### config.mk
export PLATFORM = sky130hd
export DESIGN_NAME = cie_top
export DESIGN_NICKNAME = d
export VERILOG_FILES = /design/src/rtl/cie_pkg.sv /design/src/rtl/cie_en_if.sv /design/src/rtl/cie_en_bank.sv /design/src/rtl/cie_top.sv
export SDC_FILE = /design/constraint.sdc
export NUM_CORES = 1
export LEC_CHECK = 0
export ABC_CLOCK_PERIOD_IN_PS = 3600
export BUFFER_PORTS_ARGS = -buffer_cell sky130_fd_sc_hd__buf_2
export CAP_MARGIN = 25
export CORE_ASPECT_RATIO = 1.75
export CORE_MARGIN = 2
export CORE_UTILIZATION = 44
export DETAILED_ROUTE_END_ITERATION = 16
export GPL_TIMING_DRIVEN = 0
export PLACE_DENSITY = 0.85
export SYNTH_ARGS = -nofsm -noshare
export SYNTH_HDL_FRONTEND = slang
export SYNTH_HIERARCHICAL = 1
export SYNTH_SLANG_ARGS = --single-unit
### constraint.sdc
create_clock -name aclk -period 3.6 [get_ports aclk]
set_input_delay 0.18 -clock aclk [delete_from_list [all_inputs] [get_ports aclk]]
set_output_delay 0.18 -clock aclk [all_outputs]
set_load 0.02 [all_outputs]
### src/rtl/cie_pkg.sv
// package for the comparator interrupt enable block: offsets, fields, reset values
// assumes a 32-bit axi4-lite register bus on a single clock
package cie_pkg;
	// ----------------------------------------
	// register map
	// ----------------------------------------
	localparam logic [11:0] CIE_OFF_SET = 12'h0304; // write-one-to-set enables
	localparam logic [11:0] CIE_OFF_CLR = 12'h0308; // write-one-to-clear enables
	// ----------------------------------------
	// field positions
	// ----------------------------------------
	localparam int CIE_BIT_READY = 0; // ready event enable
	localparam int CIE_BIT_DOWN = 1; // downward crossing enable
	localparam int CIE_BIT_UP = 2; // upward crossing enable
	localparam int CIE_BIT_CROSS = 3; // any crossing enable
	localparam int CIE_NUM_EV = 4; // number of events
	localparam logic [3:0] CIE_EN_RESET = 4'h0; // all enables off
	localparam logic [1:0] CIE_RESP_OKAY = 2'h0; // okay response
	localparam logic [1:0] CIE_RESP_SLVERR = 2'h2; // unmapped address
endpackage

### src/rtl/cie_en_if.sv
// interface carrying enable updates between the bus slave and the enable bank
// assumes both ends share aclk
`timescale 1ns/1ps
interface cie_en_if;
	logic [3:0] set_mask; // one-cycle pulse bits to set
	logic [3:0] clr_mask; // one-cycle pulse bits to clear
	logic [3:0] enables; // current enable state
	modport bank (input set_mask, input clr_mask, output enables);
	modport ctrl (output set_mask, output clr_mask, input enables);
endinterface

### src/rtl/cie_en_bank.sv
// enable flip-flops of the comparator interrupts, one per event
// assumes set and clear masks are single-cycle pulses on aclk
`timescale 1ns/1ps
module cie_en_bank
	import cie_pkg::*;
(
	input wire logic aclk,
	input wire logic aresetn,
	cie_en_if.bank en
);
	// ----------------------------------------
	// per-event enable bits
	// ----------------------------------------
	logic [3:0] en_q; // stored enables
	genvar g;
	generate
		for (g = 0; g < CIE_NUM_EV; g++) begin : g_bit
			// set wins if software hits both in one cycle, never happens on one bus write
			always_ff @(posedge aclk) begin
				if (!aresetn) begin
					en_q[g] <= CIE_EN_RESET[g];
				end else if (en.set_mask[g]) begin
					en_q[g] <= 1'b1;
				end else if (en.clr_mask[g]) begin
					en_q[g] <= 1'b0;
				end
			end
		end
	endgenerate
	assign en.enables = en_q; // zero written leaves bit alone
endmodule

### src/rtl/cie_top.sv
// Notes on behaviour
// - set-register ready bit enables ready interrupt
// - set-register down bit enables downward interrupt
// - set-register up bit enables upward interrupt
// - set-register cross bit enables crossing interrupt
// - clear-register ready bit disables ready interrupt
// - clear-register down bit disables downward interrupt
// - clear-register up bit disables upward interrupt
// - clear-register cross bit disables crossing interrupt
//
// top of the comparator interrupt enable block with an axi4-lite slave
// assumes event_pending comes from logic on aclk
`timescale 1ns/1ps
module cie_top
	import cie_pkg::*;
(
	input wire logic aclk,
	input wire logic aresetn,
	input wire logic [11:0] s_axi_awaddr,
	input wire logic s_axi_awvalid,
	output logic s_axi_awready,
	input wire logic [31:0] s_axi_wdata,
	input wire logic [3:0] s_axi_wstrb,
	input wire logic s_axi_wvalid,
	output logic s_axi_wready,
	output logic [1:0] s_axi_bresp,
	output logic s_axi_bvalid,
	input wire logic s_axi_bready,
	input wire logic [11:0] s_axi_araddr,
	input wire logic s_axi_arvalid,
	output logic s_axi_arready,
	output logic [31:0] s_axi_rdata,
	output logic [1:0] s_axi_rresp,
	output logic s_axi_rvalid,
	input wire logic s_axi_rready,
	input wire logic [3:0] event_pending,
	output logic irq
);
	// ----------------------------------------
	// enable bank
	// ----------------------------------------
	cie_en_if en_bus (); // set, clear and state of the enables
	cie_en_bank i_cie_en_bank (
		.aclk(aclk),
		.aresetn(aresetn),
		.en(en_bus.bank)
	);

	// ----------------------------------------
	// write channel
	// ----------------------------------------
	logic aw_held; // address captured
	logic w_held; // data captured
	logic [11:0] aw_addr; // captured address
	logic [3:0] w_bits; // captured low data bits
	logic w_lane0; // byte lane 0 written
	wire aw_take = s_axi_awvalid && s_axi_awready; // address handshake
	wire w_take = s_axi_wvalid && s_axi_wready; // data handshake
	wire do_write = aw_held && w_held && !s_axi_bvalid; // both halves present
	wire hit_set = (aw_addr == CIE_OFF_SET); // set-register selected
	wire hit_clr = (aw_addr == CIE_OFF_CLR); // clear-register selected
	wire wr_ok = hit_set || hit_clr; // mapped write
	wire [3:0] wr_bits = w_lane0 ? w_bits : 4'h0; // strobe gates the field byte
	assign en_bus.set_mask = (do_write && hit_set) ? wr_bits : 4'h0;
	assign en_bus.clr_mask = (do_write && hit_clr) ? wr_bits : 4'h0;

	// address and data accepted in either order, one write at a time
	always_ff @(posedge aclk) begin
		if (!aresetn) begin
			aw_held <= 1'b0;
			w_held <= 1'b0;
			aw_addr <= 12'h000;
			w_bits <= 4'h0;
			w_lane0 <= 1'b0;
			s_axi_awready <= 1'b0;
			s_axi_wready <= 1'b0;
		end else begin
			s_axi_awready <= !aw_held && !aw_take && !s_axi_bvalid;
			s_axi_wready <= !w_held && !w_take && !s_axi_bvalid;
			if (aw_take) begin
				aw_held <= 1'b1;
				aw_addr <= {s_axi_awaddr[11:2], 2'b00};
			end else if (do_write) begin
				aw_held <= 1'b0;
			end
			if (w_take) begin
				w_held <= 1'b1;
				w_bits <= s_axi_wdata[3:0];
				w_lane0 <= s_axi_wstrb[0];
			end else if (do_write) begin
				w_held <= 1'b0;
			end
		end
	end

	// write response, slave error on an unmapped address
	always_ff @(posedge aclk) begin
		if (!aresetn) begin
			s_axi_bvalid <= 1'b0;
			s_axi_bresp <= CIE_RESP_OKAY;
		end else if (do_write) begin
			s_axi_bvalid <= 1'b1;
			s_axi_bresp <= wr_ok ? CIE_RESP_OKAY : CIE_RESP_SLVERR;
		end else if (s_axi_bready) begin
			s_axi_bvalid <= 1'b0;
		end
	end

	// ----------------------------------------
	// read channel
	// ----------------------------------------
	wire ar_take = s_axi_arvalid && s_axi_arready; // read handshake
	wire [11:0] ar_word = {s_axi_araddr[11:2], 2'b00}; // aligned address
	wire rd_ok = (ar_word == CIE_OFF_SET) || (ar_word == CIE_OFF_CLR); // mapped read
	wire [31:0] rd_word = {28'h000_0000, en_bus.enables};

	// one read at a time; arready drops while the answer stands
	always_ff @(posedge aclk) begin
		if (!aresetn) begin
			s_axi_arready <= 1'b0;
			s_axi_rvalid <= 1'b0;
			s_axi_rdata <= 32'h0000_0000;
			s_axi_rresp <= CIE_RESP_OKAY;
		end else begin
			s_axi_arready <= !s_axi_rvalid && !ar_take;
			if (ar_take) begin
				s_axi_rvalid <= 1'b1;
				s_axi_rdata <= rd_ok ? rd_word : 32'h0000_0000;
				s_axi_rresp <= rd_ok ? CIE_RESP_OKAY : CIE_RESP_SLVERR;
			end else if (s_axi_rready) begin
				s_axi_rvalid <= 1'b0;
			end
		end
	end

	// ----------------------------------------
	// interrupt output
	// ----------------------------------------
	wire next_irq = |(event_pending & en_bus.enables);

	// registered so the output comes straight from a flip-flop, one cycle late
	always_ff @(posedge aclk) begin
		if (!aresetn) begin
			irq <= 1'b0;
		end else begin
			irq <= next_irq;
		end
	end

	// ----------------------------------------
	// checks
	// ----------------------------------------
	property p_set_ready;
		@(posedge aclk) disable iff (!aresetn)
		(do_write && hit_set && w_lane0 && w_bits[CIE_BIT_READY])
			|=> en_bus.enables[CIE_BIT_READY];
	endproperty
	a_set_ready: assert property (p_set_ready) else $error("ready enable not set");
	property p_set_down;
		@(posedge aclk) disable iff (!aresetn)
		(do_write && hit_set && w_lane0 && w_bits[CIE_BIT_DOWN])
			|=> en_bus.enables[CIE_BIT_DOWN];
	endproperty
	a_set_down: assert property (p_set_down) else $error("down enable not set");
	property p_set_up;
		@(posedge aclk) disable iff (!aresetn)
		(do_write && hit_set && w_lane0 && w_bits[CIE_BIT_UP])
			|=> en_bus.enables[CIE_BIT_UP];
	endproperty
	a_set_up: assert property (p_set_up) else $error("up enable not set");
	property p_set_cross;
		@(posedge aclk) disable iff (!aresetn)
		(do_write && hit_set && w_lane0 && w_bits[CIE_BIT_CROSS])
			|=> en_bus.enables[CIE_BIT_CROSS];
	endproperty
	a_set_cross: assert property (p_set_cross) else $error("cross enable not set");
	property p_clr_ready;
		@(posedge aclk) disable iff (!aresetn)
		(do_write && hit_clr && w_lane0 && w_bits[CIE_BIT_READY])
			|=> !en_bus.enables[CIE_BIT_READY];
	endproperty
	a_clr_ready: assert property (p_clr_ready) else $error("ready enable not cleared");
	property p_clr_down;
		@(posedge aclk) disable iff (!aresetn)
		(do_write && hit_clr && w_lane0 && w_bits[CIE_BIT_DOWN])
			|=> !en_bus.enables[CIE_BIT_DOWN];
	endproperty
	a_clr_down: assert property (p_clr_down) else $error("down enable not cleared");
	property p_clr_up;
		@(posedge aclk) disable iff (!aresetn)
		(do_write && hit_clr && w_lane0 && w_bits[CIE_BIT_UP])
			|=> !en_bus.enables[CIE_BIT_UP];
	endproperty
	a_clr_up: assert property (p_clr_up) else $error("up enable not cleared");
	property p_clr_cross;
		@(posedge aclk) disable iff (!aresetn)
		(do_write && hit_clr && w_lane0 && w_bits[CIE_BIT_CROSS])
			|=> !en_bus.enables[CIE_BIT_CROSS];
	endproperty
	a_clr_cross: assert property (p_clr_cross) else $error("cross enable not cleared");
	property p_hold;
		@(posedge aclk) disable iff (!aresetn)
		(en_bus.set_mask == 4'h0 && en_bus.clr_mask == 4'h0)
			|=> $stable(en_bus.enables);
	endproperty
	a_hold: assert property (p_hold) else $error("enables changed without a write");
	property p_irq;
		@(posedge aclk) disable iff (!aresetn)
		1'b1 |=> (irq == |($past(event_pending) & $past(en_bus.enables)));
	endproperty
	a_irq: assert property (p_irq) else $error("irq does not follow enabled pending");
	// read data is the enable state of the take edge, whichever register is addressed
	property p_read_data;
		@(posedge aclk) disable iff (!aresetn)
		(ar_take && rd_ok) |=> (s_axi_rdata == {28'h000_0000, $past(en_bus.enables)});
	endproperty
	a_read_data: assert property (p_read_data) else $error("read data wrong");
	// a set write leaves every bit written as zero untouched
	property p_set_keep;
		@(posedge aclk) disable iff (!aresetn)
		(do_write && hit_set)
			|=> ((en_bus.enables & ~$past(en_bus.set_mask))
				== ($past(en_bus.enables) & ~$past(en_bus.set_mask)));
	endproperty
	a_set_keep: assert property (p_set_keep) else $error("set write changed a zero bit");
	// a clear write leaves every bit written as zero untouched
	property p_clr_keep;
		@(posedge aclk) disable iff (!aresetn)
		(do_write && hit_clr)
			|=> ((en_bus.enables & ~$past(en_bus.clr_mask))
				== ($past(en_bus.enables) & ~$past(en_bus.clr_mask)));
	endproperty
	a_clr_keep: assert property (p_clr_keep) else $error("clear write changed a zero bit");
endmodule

==> impl_metrics.toml, run 1 <==
[run_status]
status = "complete, no violations"

[floorplan]
die_y_um = 83.8
start_util = 0.450
rows = 29
die_w_um = 49.6
die-area_sq_um = 4150
ios = 113
core_area_sq_um = 3560

[pwr]
powerDensity_nw_per_um2 = 376
p_leak_uw = 0.000944
vdd_ir_drop_max_mv = 0.361

[detailed_routing]
wl_per_cell_um = 10.1
vias_per_cell = 4.49
drcViolationCount = 0
drt-total-wl_um = 3170
detail-route-antenna-nets = 0
drt_iter0_drc = 19
vias = 1409
first_pass_iters = 4

[worst_setup_path]
path_class = "register to register"
crit_chain = "nor4b_1 > nand2_1 > nor4_1 > nor2b_4 > o21a_1"
critPathMaxFanout = 8
max_stage_delay_ns = 0.54
setup.worst_path.start_class = "register"
path_buf_inv = 0
crit_arrival_ns = 2.11
end_kind = "register"
crit_required_ns = 3.78
crit_family = "simple AND/OR/NAND/NOR gates"
cp_slowest_cell = "nor4_1"

[logic_synthesis]
synth_warnings = 6
ys_ff_latch = 33
netlist_area_sq_um = 1600
synthAdderAreaFrac = 0
postSynth.asyncResetShare = 0
synth-main-ff-cell = "dfxtp_1"
syn_inst = 184
yosysSeqAreaShare = 0.413
synth_compound_area_frac = 0.158
yosys.area_share.simple = 0.257
synth_edf_count = 0
yosys-mux-area-fraction = 0
avgSynthCellArea_sq_um = 8.69
synth_xor_area_frac = 0.00548
synth_top_family_by_area = "simple AND/OR/NAND/NOR gates"
synth_cell_types = 28

[run]
drv_cap = 0

[timing]
slew_headroom = 0.632
worstMarginPinSlew_ns = 0.547
fin_crit_ns = 1.93
fmax_mhz = 518
setup_viol = 0
slew_violations = 0
skew_ns = 0.00329
fin_crit_sh = 0.536
grt_setup_unrepaired = "no"
tns_ns = 0
hold_viol = 0

[final_layout]
layout.nets = 338
multi_input_area_sq_um = 785
layout-drive-gt1-share = 0.332
diodes = 0
area_growth_pct = 30.1
fillers = 338
regArea_sq_um = 661
finalNonFillerCells = 314

[global_routing]
antenna_found_initial = 0
grt_max_degree = 11
track_usage = 0.165
grt_pass1_wl_um = 5260
gr-total-overflow = 0
grt_pass1_vias = 1340

[placed_design]
place_hpwl_um = 2590
gp_congestion = 0.729
io_buffers = 47
place_inst = 306

[cts]
cts_root_buffer = "clkbuf_8"
clk_pin_slew_ns = 0.06
cts_made_buffers = 5
cts_setup_buffers = 0
cts_tree = "done"
clock_latency_ns = 0.28
cts_hold_buf = 0
htree_levels = 2
cts_resized = 0
numClockSinks = 33
cts_buffer_depth = 2

[hold_path]
hold_class = "input pin to register"
## worst min-delay path, stage by stage
cell and delay (ns):
buf_2 0.09, nand2_1 0.04, a21boi_0 0.06
## synth_stat cells, types with 2 or more instances
cell type  instances  area [sq um]
nor2b_1            3          18.8
nor2b_4            4          55.1
o21ai_0            7          35.0
a21boi_0          18           135
nor4_1             9          56.3
buf_4             30           225
dfxtp_1           33           661
a22oi_1            2          15.0
clkbuf_1           6          22.5
nand2b_1           3          18.8
nand3_1            5          25.0
nand4_1            5          31.3
and2_1             3          18.8
nand2_1           37           139
o21a_1             6          45.0
## area by class of cell
cell class                 count  area share
buffer                        37       0.124
clock buffer                   8      0.0385
inverter                       1     0.00180
multi-input combinational    142       0.377
sequential                    33       0.317
tap                           46      0.0277
timing repair buffer          47       0.113
## final timing paths
path                                              endpoint  slack, ns  cells after the start                      start
setup / recovery  i_cie_en_bank/en.enables[2]$_SDFFE_PN0P_       1.67                      5   aw_addr[10]$_SDFFE_PN0P_
hold / removal                     aw_addr[2]$_SDFFE_PN0P_       0.14                      3            s_axi_awaddr[2]
setup reg to reg  i_cie_en_bank/en.enables[2]$_SDFFE_PN0P_       1.67                      5   aw_addr[10]$_SDFFE_PN0P_
hold reg to reg                   s_axi_arready$_SDFF_PN0_       0.44                      1  s_axi_rvalid$_SDFFE_PN0P_
## layer usage
layer  part of all wire  track usage  vias up  wire (um)
met2               0.53        0.324       61       1690
li1                   -            -      734          -
met1               0.36        0.139      607       1150
met5                  0            0        -          0
met3              0.073       0.0358        7        232
met4              0.029        0.106        0         93
## power breakdown
group	switching (uW)	internal [uW]
sequential	10.4	380
clock	126	137
combinational	72.7	56.4
total	209	574
## registers in the layout, indices dropped and copies added, names as in the netlist
name                      count
aw_addr                      10
i_cie_en_bank/en.enables      4
s_axi_rdata                   4
w_bits                        4
aw_held                       1
irq                           1
s_axi_arready                 1
s_axi_awready                 1
s_axi_bresp                   1
s_axi_bvalid                  1
s_axi_rresp                   1
s_axi_rvalid                  1
s_axi_wready                  1
w_held                        1
w_lane0                       1
## placed cells by master (no fill, tap or decap)
cell and n:
a22oi_1 2, xor2_1 1, buf_6 1, nand2_1 37, dfxtp_1 33, buf_4 30
nor3_1 1, nor2b_4 4, clkbuf_8 5, nor2b_1 3, and2_1 3, a21boi_0 18
or4b_4 1, and3b_1 1, o21ai_0 7, o21a_1 6, nor3b_1 1, a31oi_1 1
a21oi_1 1, nand2b_1 3, buf_2 47, inv_1 1, nor4b_1 1, conb_1 30
nand4_1 5, o221a_2 1, clkbuf_1 9, nand3_1 5, nor4_1 9, nor2_1 1
## metrics by stage
stage / cell area, sq um / total power [uW] / setup WS (ns) / util / hold WS [ns]
4_1_cts: 2080 / 792 / 1.64 / 0.585 / 0.137
3_3_place_gp: 2000 / 525 / 1.71 / 0.563 / 0.416
3_5_place_dp: 2000 / 528 / 1.65 / 0.563 / 0.430
2_1_floorplan: 1710 / 491 / 1.90 / - / 0.297
5_1_grt: 2080 / 820 / 1.44 / 0.585 / 0.153
6_report: 2080 / 783 / 1.67 / 0.585 / 0.142
## cells by family after synthesis
kind of cell	after synthesis
AOI/OAI and AO/OA	36
xor gates and xnor gates	1
buffers and inverters	38
DFF	33
other	1
and+or+nand+nor	75
No activity file was read; power rests on OpenSTA's default activity.
==> inputs of run 2 (changes only) <==
--- a/config.mk
+++ b/config.mk
@@ -5,15 +5,15 @@
 export SDC_FILE = /design/constraint.sdc
 export NUM_CORES = 1
 export LEC_CHECK = 0
-export ABC_CLOCK_PERIOD_IN_PS = 3600
+export ABC_CLOCK_PERIOD_IN_PS = 1800
 export BUFFER_PORTS_ARGS = -buffer_cell sky130_fd_sc_hd__buf_2
 export CAP_MARGIN = 25
 export CORE_ASPECT_RATIO = 1.75
 export CORE_MARGIN = 2
-export CORE_UTILIZATION = 44
+export CORE_UTILIZATION = 41
 export DETAILED_ROUTE_END_ITERATION = 16
 export GPL_TIMING_DRIVEN = 0
-export PLACE_DENSITY = 0.85
+export PLACE_DENSITY = 0.8
 export SYNTH_ARGS = -nofsm -noshare
 export SYNTH_HDL_FRONTEND = slang
 export SYNTH_HIERARCHICAL = 1
==> constraint.sdc (replaced) <==
create_clock -name aclk -period 1.8 [get_ports aclk]
set_input_delay 0.09 -clock aclk [delete_from_list [all_inputs] [get_ports aclk]]
set_output_delay 0.09 -clock aclk [all_outputs]
set_load 0.02 [all_outputs]
==> impl_metrics.toml, run 2 (synthesized netlist as in run 1, its figures left out) <==
[run_status]
status = "complete, no violations"

[timing]
grt_setup_unrepaired = "no"
fmax_mhz = 581
whs_ns = 0.0472
setup_viol = 0
slew_violations = 0
worstMarginPinSlew_ns = 0.525
slew_headroom = 0.647
skew_ns = 0.00532
hold_viol = 0
fin_crit_ns = 1.72
fin_crit_sh = 0.956

[worst_setup_path]
crit_family = "simple AND/OR/NAND/NOR gates"
crit_chain = "or4b_4 > buf_6 > nor4_2 > nor2b_4 > o21a_1"
path_class = "register to register"
crit_required_ns = 1.98
setup.worst_path.start_class = "register"
regToRegSetupSlack_ns = 0.08
path_buf_inv = 1
critPathMaxFanout = 9
crit_arrival_ns = 1.90
cp_slowest_cell = "or4b_4"
end_kind = "register"
max_stage_delay_ns = 0.53

[hold_path]
hold_class = "input pin to register"

[detailed_routing]
drcViolationCount = 0
detail-route-antenna-nets = 0
vias = 1403
first_pass_iters = 3
drt_iter0_drc = 12
wl_per_cell_um = 10.0
vias_per_cell = 4.44
drt-total-wl_um = 3170

[floorplan]
start_util = 0.422
die-area_sq_um = 4440
die_y_um = 86.6
core_area_sq_um = 3790
rows = 30
die_w_um = 51.2
ios = 113

[cts]
cts_tree = "done"
cts_hold_buf = 0
cts_made_buffers = 5
cts_root_buffer = "clkbuf_8"
numClockSinks = 33
htree_levels = 2
cts_buffer_depth = 2
clock_latency_ns = 0.29
clk_pin_slew_ns = 0.06

[global_routing]
grt_pass1_vias = 1328
gr-total-overflow = 0
track_usage = 0.157
grt_max_degree = 11
grt_pass1_wl_um = 5180
antenna_found_initial = 0

[final_layout]
layout-drive-gt1-share = 0.362
regArea_sq_um = 661
fillers = 405
diodes = 0
largest_register_ff_count = 10
finalCoreUtilization = 0.568
final_cell_mix = "buf_2 (47), nand2_1 (36), dfxtp_1 (33)"
multi_input_area_sq_um = 818
area_growth_pct = 34.7
layout.nets = 338
mostFrequentLayoutCell = "buf_2"
top_register = "aw_addr"

[placed_design]
place_hpwl_um = 2500
io_buffers = 47
gp_congestion = 0.689

[pwr]
p_leak_uw = 0.000967
vdd_ir_drop_max_mv = 0.656
powerDensity_nw_per_um2 = 811

[run]
drv_cap = 0
## run 2: cell count changes in the layout (fill, tap and decap cells not counted), sizes merged
cell and delta:
clkbuf -1, bufinv +1
## run 2: path summary, 6_finish.rpt
check                     startpoint                                  endpoint  cells past startpoint
max          aw_addr[5]$_SDFFE_PN0P_  i_cie_en_bank/en.enables[0]$_SDFFE_PN0P_                      5
min                  s_axi_awaddr[8]                   aw_addr[8]$_SDFFE_PN0P_                      3
max reg2reg  aw_addr[5]$_SDFFE_PN0P_  i_cie_en_bank/en.enables[0]$_SDFFE_PN0P_                      5
min reg2reg     aw_held$_SDFFE_PN0P_                  s_axi_awready$_SDFF_PN0_                      1
## run 2: final cells by class
cell class | count | area share
sequential | 33 | 0.307
buffer | 37 | 0.120
clock buffer | 7 | 0.0401
clock inverter | 1 | 0.0139
timing repair buffer | 47 | 0.109
inverter | 1 | 0.00174
multi-input combinational | 142 | 0.380
tap | 48 | 0.0279
## run 2: through the flow
stage               cell area (sq um)  std cells  setup WS [ns]  total power [uW]  setup TNS [ns]
global route                     2150        316         0.0138              1830               0
CTS                              2130        316        -0.0686              1770          -0.195
global placement                 2000        308         0.0101              1050               0
detailed placement               2000        308        -0.0564              1050          -0.182
finish                           2150        316         0.0786              1750               0
floorplan                        1710        213         0.0955               981               0
## run 2: what timing repair did
item | in CTS | in global routing
gates resized for setup | 1 | 5
gates cloned | 0 | 0
setup buffers | 0 | 0
setup endpoints to repair | 4 | 4
## run 2: metal layers
metal	global-route usage	up-vias	wire length, um
met5	0	-	0
met4	0.0909	0	89
met3	0.0621	9	290
met2	0.311	58	1740
met1	0.119	601	1040
li1	-	735	-
## run 2: where the power goes
part | leakage, uW | switching [uW] | total (uW) | internal [uW]
clock network | 0.0000585 | 254 | 704 | 451
registers | 0.000269 | 20.5 | 781 | 761
logic | 0.000639 | 146 | 259 | 113
## run 2: worst reg2reg max path, delay by kind of cell (launching register included)
family                 cells  cell delay (ns)
flip-flops                 1             0.32
buffers and inverters      1             0.16
AND/OR/NAND/NOR            3             0.97
AO/OA/AOI/OAI              1             0.17
